[src/smt_status_regs.svh]
// offsets, field positions, reset values and timing counts of the monitor status word
// Operation
// - one status word written per recorded message
// - extended bits only when config bit 2 set
// - end flag set at message end, errors or not
// - start flag cleared with end flag
// - start flag set 3-4 us after command
// - start flag returns low at message end
// - filtered-out messages never raise start flag
// - bus identifier 0 for A, 1 for B
// - superseded unfinished message sets error flag
// - gap, timeout, length errors set error flag
// - sync, invalid word, link errors set error flag
// - second command, content errors set error flag
// - second command subaddress 00000/11111 excused
// - same address, undefined receive mode excused
`ifndef MON_STATUS_REGS_SVH
`define MON_STATUS_REGS_SVH

`define MONITOR_CONFIG_OFFSET 16'h0029
`define MONITOR_EXT_STATUS_BIT 2
`define STATUS_WORD_RESET 16'h0000
`define STATUS_END_BIT 15
`define STATUS_BEGIN_BIT 14
`define STATUS_BUS_BIT 13
`define STATUS_ERROR_BIT 12
`define STATUS_RTRT_BIT 11
`define STATUS_GAP_BIT 10
`define STATUS_TIMEOUT_BIT 9
`define STATUS_LENGTH_BIT 5
`define STATUS_SYNC_BIT 4
`define STATUS_INVALID_BIT 3
`define STATUS_LINK_BIT 2
`define STATUS_CW2_BIT 1
`define STATUS_CONTENT_BIT 0
`define SUBADDR_MODE_LOW 5'h00
`define SUBADDR_MODE_HIGH 5'h1F
`define CLK_PERIOD_NS 20
`define BEGIN_DELAY_NS 3000
`define BEGIN_DELAY_CYCLES ((`BEGIN_DELAY_NS + `CLK_PERIOD_NS - 1) / `CLK_PERIOD_NS)

`endif

[src/smt_status_pkg.sv]
// types shared by the monitor status word logic
package mon_status_pkg;

	// detailed error events reported by the message decoder, one-cycle pulses
	typedef struct packed {
		logic illegal_gap;
		logic resp_timeout;
		logic length_err;
		logic sync_err;
		logic invalid_word;
		logic rtrt_link_err;
		logic cw2_err;
		logic content_err;
	} err_events_t;

	// qualifiers that go with the second command and content error events
	typedef struct packed {
		logic [4:0] cw1_rt_addr;
		logic [4:0] cw2_rt_addr;
		logic [4:0] cw2_subaddr;
		logic rx_mode_undefined;
	} err_context_t;

	typedef enum logic [2:0] {
		ST_IDLE = 3'b001,
		ST_WAIT_BEGIN = 3'b010,
		ST_ACTIVE = 3'b100
	} msg_state_t;

endpackage

[src/error_merge.sv]
// forms the error flag contribution of one cycle's error events
`timescale 1ns/1ps
`include "smt_status_regs.svh"
module error_merge
(
	input wire mon_status_pkg::err_events_t events,
	input wire mon_status_pkg::err_context_t context_in,
	output logic raise_error
);
	import mon_status_pkg::*;

	// a second command naming a mode code subaddress
	function automatic logic is_mode_subaddr(input logic [4:0] sa);
		is_mode_subaddr = (sa == `SUBADDR_MODE_LOW) || (sa == `SUBADDR_MODE_HIGH);
	endfunction

	wire cw2_excused;
	wire content_excused;
	wire plain_errors;

	// exception cases that record the detail bit but leave the error flag alone
	assign cw2_excused = is_mode_subaddr(context_in.cw2_subaddr)
		|| (context_in.cw2_rt_addr == context_in.cw1_rt_addr);
	assign content_excused = context_in.rx_mode_undefined;

	// unconditional error sources
	assign plain_errors = events.illegal_gap | events.resp_timeout | events.length_err
		| events.sync_err | events.invalid_word | events.rtrt_link_err;

	assign raise_error = plain_errors
		| (events.cw2_err & ~cw2_excused)
		| (events.content_err & ~content_excused);
endmodule

[src/monitor_block_status_word.sv]
// builds and writes the per-message monitor status word
`timescale 1ns/1ps
`include "smt_status_regs.svh"
module monitor_block_status_word
(
	input wire clk,
	input wire rst,
	// pulse: a valid command word has been fully received
	input wire cmd_valid,
	// level with cmd_valid: command arrived on bus B
	input wire cmd_on_bus_b,
	// level with cmd_valid: filter selects this message
	input wire cmd_selected,
	// level with cmd_valid: message opens with two commands
	input wire cmd_is_rtrt,
	// pulse: monitored message completed
	input wire msg_done,
	// pulses: detailed error events of the open message
	input wire mon_status_pkg::err_events_t err_events,
	// levels: addresses and mode flag for the excused cases
	input wire mon_status_pkg::err_context_t err_context,
	// monitor configuration register contents
	input wire [15:0] monitor_config,
	// live status word of the message in progress
	output logic [15:0] status_word,
	// pulse: write status_data into the command buffer entry
	output logic status_wr,
	output logic [15:0] status_data
);
	import mon_status_pkg::*;

	// cycles from the taking edge of a command to the begin flag
	localparam logic [7:0] BEGIN_CYCLES = 8'(`BEGIN_DELAY_CYCLES);

	// registered message state
	msg_state_t state;
	msg_state_t next_state;
	logic [7:0] delay_count;
	logic begin_flag;
	logic end_flag;
	logic bus_id;
	logic error_flag;
	logic rtrt_flag;
	err_events_t detail;
	// the word handed to the command buffer
	logic wr_pulse;
	logic [15:0] wr_data;

	// decoded conditions and word fields
	wire raise_error;
	wire delay_restart;
	wire next_error;
	wire in_message;
	wire superseded;
	wire finishing;
	wire new_monitored;
	wire delay_done;
	wire ext_status;
	wire [11:0] ext_bits;
	wire [11:0] ext_bits_next;
	wire [15:0] live_word;
	wire [15:0] closing_word;
	err_events_t detail_merged;

	// error sources merged with their exceptions
	error_merge u_error_merge
	(
		.events(err_events),
		.context_in(err_context),
		.raise_error(raise_error)
	);

	// message tracking conditions
	assign in_message = (state == ST_WAIT_BEGIN) || (state == ST_ACTIVE);
	assign superseded = in_message && cmd_valid;
	assign finishing = in_message && (msg_done || cmd_valid);
	assign new_monitored = cmd_valid && cmd_selected;
	assign delay_done = (state == ST_WAIT_BEGIN) && (delay_count == BEGIN_CYCLES - 8'h01);
	assign ext_status = monitor_config[`MONITOR_EXT_STATUS_BIT];
	assign delay_restart = (next_state == ST_WAIT_BEGIN && state != ST_WAIT_BEGIN)
		|| cmd_valid;

	// detail bits including any event arriving in the closing cycle
	assign detail_merged = detail | err_events;
	// a filtered command that cuts a message marks the live word as well
	assign next_error = error_flag | raise_error | superseded;

	// extended field layout for a given set of detail bits
	function automatic logic [11:0] pack_ext(input err_events_t d, input logic rr);
		logic [11:0] v;
		v = 12'h000;
		v[`STATUS_RTRT_BIT] = rr;
		v[`STATUS_GAP_BIT] = d.illegal_gap;
		v[`STATUS_TIMEOUT_BIT] = d.resp_timeout;
		v[`STATUS_LENGTH_BIT] = d.length_err;
		v[`STATUS_SYNC_BIT] = d.sync_err;
		v[`STATUS_INVALID_BIT] = d.invalid_word;
		v[`STATUS_LINK_BIT] = d.rtrt_link_err;
		v[`STATUS_CW2_BIT] = d.cw2_err;
		v[`STATUS_CONTENT_BIT] = d.content_err;
		// bits 8 to 6 have no source here and stay zero
		pack_ext = v;
	endfunction

	// extended bits read as zero unless the option is enabled
	assign ext_bits = ext_status ? pack_ext(detail, rtrt_flag) : 12'h000;
	assign ext_bits_next = ext_status ? pack_ext(detail_merged, rtrt_flag) : 12'h000;

	// live word straight from the flags
	assign live_word = {end_flag, begin_flag, bus_id, error_flag, ext_bits};

	// final word: end set, begin cleared, error folds in closing-cycle events
	assign closing_word = {1'b1,
		1'b0,
		bus_id,
		error_flag | raise_error | superseded,
		ext_bits_next};

	// next state of the message tracker
	always_comb
	begin
		next_state = state;
		unique case (state)
			ST_IDLE:
			begin
				if (new_monitored)
					next_state = ST_WAIT_BEGIN;
			end
			ST_WAIT_BEGIN, ST_ACTIVE:
			begin
				if (cmd_valid)
					next_state = cmd_selected ? ST_WAIT_BEGIN : ST_IDLE;
				else if (msg_done)
					next_state = ST_IDLE;
				else if (delay_done)
					next_state = ST_ACTIVE;
			end
			default:
				next_state = ST_IDLE;
		endcase
	end

	// state and begin delay counter
	always_ff @(posedge clk or posedge rst)
	begin
		if (rst)
		begin
			state <= ST_IDLE;
			delay_count <= 8'h00;
		end
		else
		begin
			state <= next_state;
			delay_count <= delay_restart ? 8'h00 : delay_count + 8'h01;
		end
	end

	// start and end flags of the live word
	always_ff @(posedge clk or posedge rst)
	begin
		if (rst)
		begin
			begin_flag <= 1'b0;
			end_flag <= 1'b0;
		end
		else if (new_monitored)
		begin
			begin_flag <= 1'b0;
			end_flag <= 1'b0;
		end
		else if (finishing)
		begin
			begin_flag <= 1'b0;
			end_flag <= 1'b1;
		end
		else if (delay_done)
			begin_flag <= 1'b1;
	end

	// per-message identity and accumulated errors; a restart clears the old message's errors
	always_ff @(posedge clk or posedge rst)
	begin
		if (rst)
		begin
			bus_id <= 1'b0;
			rtrt_flag <= 1'b0;
			error_flag <= 1'b0;
			detail <= '0;
		end
		else if (new_monitored)
		begin
			bus_id <= cmd_on_bus_b;
			rtrt_flag <= cmd_is_rtrt;
			error_flag <= 1'b0;
			detail <= '0;
		end
		else if (in_message)
		begin
			error_flag <= next_error;
			detail <= detail_merged;
		end
	end

	// single command buffer write as each monitored message closes
	always_ff @(posedge clk or posedge rst)
	begin
		if (rst)
		begin
			wr_pulse <= 1'b0;
			wr_data <= `STATUS_WORD_RESET;
		end
		else
		begin
			wr_pulse <= finishing;
			if (finishing)
				wr_data <= closing_word;
		end
	end

	// write outputs straight from flip-flops; live word from the flags, its extended bits gated by monitor_config bit 2
	assign status_word = live_word;
	assign status_wr = wr_pulse;
	assign status_data = wr_data;
endmodule

[config.mk]
export PLATFORM = sky130hd
export DESIGN_NAME = monitor_block_status_word
export DESIGN_NICKNAME = d
export VERILOG_FILES = /design/src/smt_status_pkg.sv /design/src/error_merge.sv /design/src/monitor_block_status_word.sv
export VERILOG_INCLUDE_DIRS = /design/src
export SDC_FILE = /design/constraint.sdc
export NUM_CORES = 1
export LEC_CHECK = 0
export BUFFER_PORTS_ARGS = -buffer_cell sky130_fd_sc_hd__buf_2
export CAP_MARGIN = 20
export CORE_ASPECT_RATIO = 2
export CORE_MARGIN = 10
export CORE_UTILIZATION = 44
export CTS_BUF_LIST = sky130_fd_sc_hd__clkbuf_2
export DETAILED_ROUTE_END_ITERATION = 16
export GPL_TIMING_DRIVEN = 1
export PLACE_DENSITY = 0.85
export SYNTH_ARGS = -nofsm -noshare
export SYNTH_HDL_FRONTEND = slang
export SYNTH_SLANG_ARGS = --single-unit
[constraint.sdc]
create_clock -name clk -period 1.6 [get_ports clk]
set_input_delay 0 -clock clk [delete_from_list [all_inputs] [get_ports clk]]
set_output_delay 0 -clock clk [all_outputs]
set_load 0.02 [all_outputs]
==> results of run 1 <==
## routing by layer
layer	vias up	share of wire (%)
met3	8	5.5
met4	0	1.9
li1	760	-
met1	750	32
met5	-	0
met2	30	60
## cell usage in the layout (no fill, tap or decap), drive strengths merged, types with 2 or more instances in the layout
master / instances
a21oi: 10
nand4: 3
conb: 7
nand2b: 2
ha: 2
inv: 3
a31oi: 3
nand3: 4
nor2: 26
nor3: 3
dlygate4sd3: 15
xnor2: 2
clkbuf: 5
clkinv: 2
nor4: 3
xor2: 10
and2: 11
nand2: 22
buf: 65
dfrtp: 36
o21ai: 19
## final timing paths
check,endpoint,slack [ps],cells after the start
worst max-delay path,state[1],70,4
worst min-delay path,rtrt_flag,20,4
worst max register to register,state[1],70,4
worst min register to register,status_data[15],490,1
max in group asynchronous,state[0],1040,4
min in group asynchronous,bus_id,190,4
## power by group through the flow
stage	combinational [mW]	clock, mW	sequential [mW]
floorplan	0.219	0	1.20
global placement	0.452	0	1.11
detailed placement	0.465	0	1.12
CTS	0.496	0.573	1.10
global route	0.543	0.617	1.11
finish	0.488	0.564	1.10
## metrics by stage
stage                     setup WS [ps]  cell area, µm²  utilization [%]  hold WS [ps]
after global routing               17.2            2320             59.7          14.8
after detailed placement           55.7            2090             53.9           123
after CTS                          31.6            2310             59.5          23.0
after floorplan                    93.2            1820                -           105
final                              73.9            2320             59.7          17.1
after global placement             99.7            2090             53.9           126
## worst register-to-register path, cell delays in order, from the launching register on
cell and delay (ps):
dfstp_2 430, or4b_1 570, nor4_4 230, o21a_1 150
o21ai_1 60
## cell families after synthesis
group / after synthesis / share of synthesized area [%]
flip-flops: 37 / 51.7
buffers and inverters: 22 / 8.37
XOR/XNOR: 12 / 5.86
adder cells (fa/ha/maj): 2 / 1.40
AO/OA/AOI/OAI: 35 / 10.8
AND/OR/NAND/NOR: 79 / 21.0
other: 1 / 0.209
multiplexers: 1 / 0.628
## registers in the layout, summed over array words and instances, names as in the netlist, 3 cells and up
name,flops
status_data,12
delay_count,8
detail,8
state,3
## cell type report
cell class | count | area [µm²] | area share [%]
repair buffers | 80 | 495 | 21.4
well taps | 51 | 63.8 | 2.75
clock inverters | 3 | 41.3 | 1.78
clock buffers | 5 | 25.0 | 1.08
inverters | 4 | 20.0 | 0.863
multi-input cells | 136 | 747 | 32.2
flip-flops and latches | 37 | 927 | 40.0
## repair_timing
item / in CTS / in global routing
setup endpoints to repair: 0 / 2
resized for setup: 0 / 1
hold buffers: 15 / 0
hold endpoints to repair: 64 / 0
==> flow_summary.toml, run 1 <==
[worst_setup_path]
crit_family = "simple AND/OR/NAND/NOR gates"
crit_fanout = 5
path_cells = "or4b_1 -> nor4_4 -> o21a_1 -> o21ai_1"
arrival_ps = 1810
critPathLaunchType = "flip-flop"
worstSetupPathType = "flip-flop to flip-flop"
critPathSlowestCell = "or4b_1"
critPathRequiredTime_ps = 1880
setup.worst_path.start = "state[0]"
cp_num_buf_inv = 0
r2r-start = "state[0]"
slowest_delay_ps = 570
crit_path_end_kind = "flip-flop"

[grt]
grt_use_met1_pct = 11.4
grt_usage_pct = 13.2
grt_max_degree = 38
grt_pass1_wl_mm = 7.55
grt_util_met3_pct = 4.55
met2_usage_pct = 26.1
overflow = 0
grt_pass1_vias = 1636
grt_antenna_before_repair = 0
grt-busiest-layer = "met2"

[cts]
post_cts_buffers = 0
numCtsBuffers = 5
cts_tree = "built"
cts_max_level = 2
clockBufferDepth = 2
path_clk_slew_ps = 210
cts-root-buf = "clkbuf_2"
cts_sinks = 37
clock_latency_ps = 400

[power_and_ir_drop]
sw_frac_of_total_pct = 30.9
intPower_mw = 1.48
p_seq_share_pct = 51.0
clockPowerShare_pct = 26.2
ir_drop_mv = 0.631
cellLeakagePower_nw = 1.22
netSwitchingPower_mw = 0.665
p_per_area_nw_per_um2 = 926
power_frac_comb_pct = 22.7
fin_total_pwr_mw = 2.15

[route]
num_vias = 1548
drc = 0
drt-initial-drc-count = 55
drt-pass1-iter-count = 4
postRouteAntennaNets = 0
post_drt_wl_per_cell_um = 14.4
routed_wl_mm = 4.57
vias_per_cell = 4.90

[finish]
drive_gt1_share_pct = 29.1
areaGrowthSynthToFinish_pct = 29.4
layout.nets = 313
fill_cells = 344
diodes = 0
final_cells = 316

[timing]
clock_skew_ps = 37.7
final_hold_viol_count = 0
period_needed_ps = 1530
fmax_mhz = 655
rsz0062_at_grt = "no"
finalMaxSlewViolations = 0
setup_viol = 0
tns_ps = 0
period_share_pct = 95.4

[placement]
gp_congestion = 0.841
dp.final_hpwl_mm = 3.52
dp.cells = 293
port_buffers = 57

[yosys]
syn_inst = 189
synth_cell_types = 35
synth-main-ff-cell = "dfrtp_1"
syn_area_per_cell_um2 = 9.49
synth_area_um2 = 1790
post-synth-top-area-cell = "dfrtp_1"
synth.area.top_cells = "dfrtp_1 50%, nor2_1 5.4%, buf_4 5.0%"
seq_area_frac_synth_pct = 51.7
yosysMostFrequentCell = "dfrtp_1"
synth_top_area_share_pct = 50.2
ys_warn_count = 0
async_flop_share_pct = 100
synth-seq-cells = 37
synth_common_cells = "36 x dfrtp_1, 26 x nor2_1, 22 x nand2_1"
synth_edf_count = 0

[die]
die_h_um = 110
boundaryPins = 80
core_um2 = 3880
die_w_um = 65.1
row_count = 32
fp.dieArea_um2 = 7180
initial_utilization_pct = 46.2

[run]
cap_violations = 0

[min_path]
worst_hold_path_type = "input port to flip-flop"
min_from = "cmd_selected"

[run_status]
outcome = "finished, final reports clean"
Note: power is estimated with default switching activity, not from simulation.
==> run 2, diff against run 1 <==
Settings changed: CELL_PAD_IN_SITES_DETAIL_PLACEMENT set to 0, CELL_PAD_IN_SITES_GLOBAL_PLACEMENT set to 2, CORE_UTILIZATION 44 to 25.
==> run 2 against run 1 <==
  * Utilization down 26 points
  * Largest cell class unchanged
  * Critical path depth unchanged
  * Die area up 55%
  * Via count decreased by 4.5%
  * Count of clock-buffer cells in the layout unchanged
  * Global-route usage decreased by 4.9 points
  * Worst setup slack hardly changed
  * Flip-flop and latch count stayed put
  * Fmax barely moved
  * Power fell by 0.12%
  * Worst hold slack gained 15 ps
==> flow_summary.toml, run 2 (synthesis results as in run 1) <==
[run_status]
outcome = "finished, final reports clean"

[finish]
final_common_cell = "buf_2"
final_util_pct = 34.0
diodes = 0
fill_cells = 727
final_area_um2 = 2360
drive_gt1_share_pct = 28.9
areaGrowthSynthToFinish_pct = 31.5
final_cell_mix = "57 x buf_2, 36 x dfrtp_1, 26 x nor2_1, 22 x nand2_1, 15 x dlygate4sd3_1"
layout.nets = 311
final_cells = 353
largest_reg_flops = 12

[timing]
period_share_pct = 95.4
holdWs_ps = 32.2
tns_ps = 0
setup_ws_ps = 73.7
period_needed_ps = 1530
clock_skew_ps = 13.1
setup_viol = 0
final_hold_viol_count = 0
fmax_mhz = 655
rsz0062_at_grt = "no"
finalMaxSlewViolations = 0

[die]
boundaryPins = 80
die_h_um = 140
initial_utilization_pct = 25.8
row_count = 43
core_um2 = 6940
fp.dieArea_um2 = 11200
die_w_um = 79.9

[route]
post_drt_wl_per_cell_um = 13.1
drt-initial-drc-count = 50
drt-pass1-iter-count = 4
vias_per_cell = 4.19
routed_wl_mm = 4.61
num_vias = 1479
postRouteAntennaNets = 0
drc = 0

[grt]
grt_pass1_vias = 1570
grt_max_degree = 38
grt_usage_pct = 8.24
grt_pass1_wl_mm = 7.42
overflow = 0
grt_antenna_before_repair = 0

[power_and_ir_drop]
ir_drop_mv = 0.296
p_per_area_nw_per_um2 = 910
cellLeakagePower_nw = 1.21
fin_total_pwr_mw = 2.15

[placement]
dp.cells = 330
dp.final_hpwl_mm = 3.72
place_area_um2 = 2130
gp_congestion = 0.731
dp_slack_ps = 70.5
port_buffers = 57

[worst_setup_path]
crit_fanout = 5
worstSetupPathType = "flip-flop to flip-flop"
crit_path_end_kind = "flip-flop"
critPathLaunchType = "flip-flop"
critPathSlowestCell = "or4b_1"
path_cells = "or4b_1 -> nor4_4 -> o21a_1 -> o21ai_1"
arrival_ps = 1790
critPathRequiredTime_ps = 1870
slowest_delay_ps = 570

[cts]
cts_tree = "built"
post_cts_buffers = 0
clockBufferDepth = 2
cts_sinks = 37
path_clk_slew_ps = 190
cts_max_level = 2
numCtsBuffers = 5
cts-root-buf = "clkbuf_2"
clock_latency_ps = 380

[run]
cap_violations = 0

[min_path]
worst_hold_path_type = "input port to flip-flop"
-- run 2: changes by cell type in the layout (fill, tap and decap cells not counted) --
cell | before | now
buf_4 | 8 | 6
nor3_1 | 3 | 2
nor3_2 | 0 | 1
-- run 2: critical path, delay by kind of cell, from the launching register on --
kind               cells  cell delay, ps
AOI/OAI and AO/OA      2             230
DFF                    1             420
and+or+nand+nor        2             780
-- run 2: final timing paths --
kind / to / depth (start not counted) / from / slack (ps)
setup / recovery: state[1] / 4 / state[0] / 70
hold / removal: rtrt_flag / 4 / cmd_selected / 30
setup reg to reg: state[1] / 4 / state[0] / 70
hold reg to reg: status_data[15] / 1 / status_data[15] / 500
max in group asynchronous: state[0] / 4 / rst / 980
min in group asynchronous: status_data[0] / 4 / rst / 250
-- run 2: routing by layer --
metal | global-route usage [%] | vias to the layer above | share of wire (%)
li1 | - | 752 | -
met1 | 7.27 | 690 | 35
met2 | 16.3 | 31 | 60
met3 | 2.06 | 6 | 4.4
met4 | 3.36 | 0 | 1.3
met5 | 0 | - | 0
-- run 2: timing repair --
action / in CTS / in global routing
endpoints found under the setup margin: 0 / 2
endpoints found under the hold margin: 63 / 0
gates resized for setup: 0 / 2
hold buffers: 15 / 0
-- run 2: power by group --
group          switching, mW  internal, mW  leakage, nW
combinational          0.296         0.187        0.687
sequential            0.0572          1.04        0.488
clock                  0.310         0.259       0.0366
total                  0.663          1.48         1.21
-- run 2: final cells by class --
cell class	count	area [µm²]	share of cell area, %
multi-input cells	136	752	31.9
flip-flops and latches	37	927	39.3
well taps	90	113	4.77
repair buffers	78	480	20.4
clock buffers	5	25.0	1.06
inverters	4	20.0	0.849
clock inverters	3	41.3	1.75
==> run 3, diff against run 2 <==
Settings changed: ABC_AREA set to 1, CORE_ASPECT_RATIO 2 to 1.1, CORE_UTILIZATION 25 to 24, PLACE_DENSITY 0.85 to 0.84.
==> run 3 against run 2 <==
  * Cell area is 5.5% higher
  * Fmax increased by 7.6%
  * Largest power group unchanged
  * Worst hold slack better by 7.9 ps
  * Die area increased by 9.6%
  * Combinational power rose by 5.4%
  * Highest routed layer unchanged
  * Register-to-register slack better by 110 ps
  * Power shrank 5.5%
  * Sequential share of layout area fell by 2.0 points
==> flow_summary.toml, run 3 <==
[worst_setup_path]
critPathLaunchType = "flip-flop"
critPathRequiredTime_ps = 1910
worstSetupPathType = "flip-flop to flip-flop"
reg2reg_depth = 7
setup.worst_path.start = "state[0]"
r2r-start = "state[0]"
r2r-end = "error_flag"
crit_path_frequent_cell = "inv_1"
critPathSlowestCell = "dfstp_2"
path_cells = "o21ai_1 -> nand2_2 -> inv_1 -> o21ai_0 -> inv_1 -> nand2_1 -> inv_1"
arrival_ps = 1730
crit_end = "error_flag"
crit_fanout = 11
crit_path_end_kind = "flip-flop"
slowest_delay_ps = 600
r2r_setup_slack_ps = 180

[finish]
layout.nets = 371
final_util_pct = 31.3
areaGrowthSynthToFinish_pct = 26.3
final_cell_mix = "59 x nand2_1, 57 x buf_2, 41 x inv_1, 39 x nor2_1, 36 x dfrtp_1"
drive_gt1_share_pct = 25.7
fill_cells = 878
diodes = 0
final_common_cell = "nand2_1"
largest_reg_flops = 12

[route]
post_drt_wl_per_cell_um = 11.3
drt-initial-drc-count = 50
postRouteAntennaNets = 0
routed_wl_mm = 4.85
vias_per_cell = 3.92
drt-pass1-iter-count = 4
drc = 0
num_vias = 1690

[run]
cap_violations = 0

[yosys]
synth_common_cells = "59 x nand2_1, 41 x inv_1, 39 x nor2_1"
syn_inst = 253
yosysMostFrequentCell = "nand2_1"
async_flop_share_pct = 100
synth-main-ff-cell = "dfrtp_1"
synth_area_um2 = 1970
synth_edf_count = 0
post-synth-top-area-cell = "dfrtp_1"
syn_area_per_cell_um2 = 7.78
seq_area_frac_synth_pct = 47.1
synth_top_area_share_pct = 45.7
synth-seq-cells = 37
synth_cell_types = 26
synth.area.top_cells = "dfrtp_1 46%, nand2_1 11%, inv_1 7.8%"
ys_warn_count = 0

[placement]
dp.final_hpwl_mm = 3.66
gp_congestion = 0.742
port_buffers = 57

[power_and_ir_drop]
p_per_area_nw_per_um2 = 815
ir_drop_mv = 0.214
cellLeakagePower_nw = 1.47
fin_total_pwr_mw = 2.03

[grt]
grt_pass1_vias = 1732
overflow = 0
grt_max_degree = 38
grt_antenna_before_repair = 0
grt_pass1_wl_mm = 8.14
grt_usage_pct = 8.15

[cts]
cts_hold_buf = 14
numCtsBuffers = 5
clockBufferDepth = 2
cts_tree = "built"
post_cts_buffers = 0
cts-root-buf = "clkbuf_2"
clock_latency_ps = 380
cts_sinks = 37
path_clk_slew_ps = 190
cts_max_level = 2
ctsResizeCount = 0

[die]
fp.dieArea_um2 = 12200
core_um2 = 7960
die_h_um = 115
initial_utilization_pct = 24.8
boundaryPins = 80
die_w_um = 106
row_count = 34

[run_status]
outcome = "finished, final reports clean"

[timing]
fmax_mhz = 705
tns_ps = 0
period_needed_ps = 1420
clock_skew_ps = 12.0
setup_viol = 0
finalMaxSlewViolations = 0
final_hold_viol_count = 0
rsz0062_at_grt = "no"
period_share_pct = 88.6

[min_path]
worst_hold_path_type = "input port to flip-flop"
run 3: changes by cell type in the layout (fill, tap and decap cells not counted), sizes merged, moves of 4 or more:
cell,change
o21ai,+8
and2,-10
nand3,+4
a21oi,-8
inv,+39
xor2,-7
nor2,+14
nand2,+38
run 3: how the worst min path moves through the flow:
stage | from | end | cells past startpoint
after CTS | cmd_selected | bus_id | 5
after detailed placement | rst | end_flag | 3
after floorplan | cmd_on_bus_b | bus_id | 2
final | cmd_selected | bus_id | 5
after global routing | cmd_selected | bus_id | 5
after global placement | rst | delay_count[5] | 3
run 3: final cells by class:
class | count | area, µm² | area share (%)
Tap cell | 108 | 135 | 5.43
Timing Repair Buffer | 74 | 460 | 18.5
Sequential cell | 37 | 927 | 37.3
Multi-Input combinational cell | 162 | 767 | 30.8
Inverter | 42 | 158 | 6.34
Clock buffer | 8 | 40.0 | 1.61
run 3: kinds of logic after synthesis:
kind of cell | after synthesis | share of synthesized area [%]
other | 1 | 0.190
adder cells (fa/ha/maj) | 2 | 1.27
XOR/XNOR | 4 | 1.78
AND/OR/NAND/NOR | 119 | 25.1
flip-flops | 37 | 47.1
AO/OA/AOI/OAI | 30 | 9.47
buffers and inverters | 60 | 15.1
run 3: per-stage QoR:
stage	area (µm²)	setup WS, ps	instances	hold WS [ps]
after floorplan	1990	367	259	110
after global placement	2310	237	409	144
after detailed placement	2310	190	409	145
after CTS	2490	175	431	31.4
after global routing	2490	85.7	431	17.5
final	2490	182	431	40.1
run 3: critical path, delay by kind of cell (launching register included):
family / cells / cell delay (ps)
buffers and inverters: 3 / 270
flip-flops: 1 / 600
AO/OA/AOI/OAI: 2 / 300
AND/OR/NAND/NOR: 2 / 190
run 3: per-layer routing:
layer / vias to the layer above / track usage [%] / share of wire [%]
li1: 886 / - / -
met1: 749 / 8.66 / 44
met2: 50 / 14.2 / 48
met3: 5 / 3.25 / 7.1
met4: 0 / 3.25 / 1.6
met5: - / 0 / 0
run 3: power breakdown:
| part | total (mW) | internal (mW) | switching [mW] | leakage (nW) |
|---|---|---|---|---|
| Sequential | 1.08 | 1.03 | 0.0522 | 0.491 |
| Combinational | 0.509 | 0.194 | 0.315 | 0.946 |
| Clock | 0.436 | 0.129 | 0.307 | 0.0332 |
| Total | 2.03 | 1.35 | 0.674 | 1.47 |
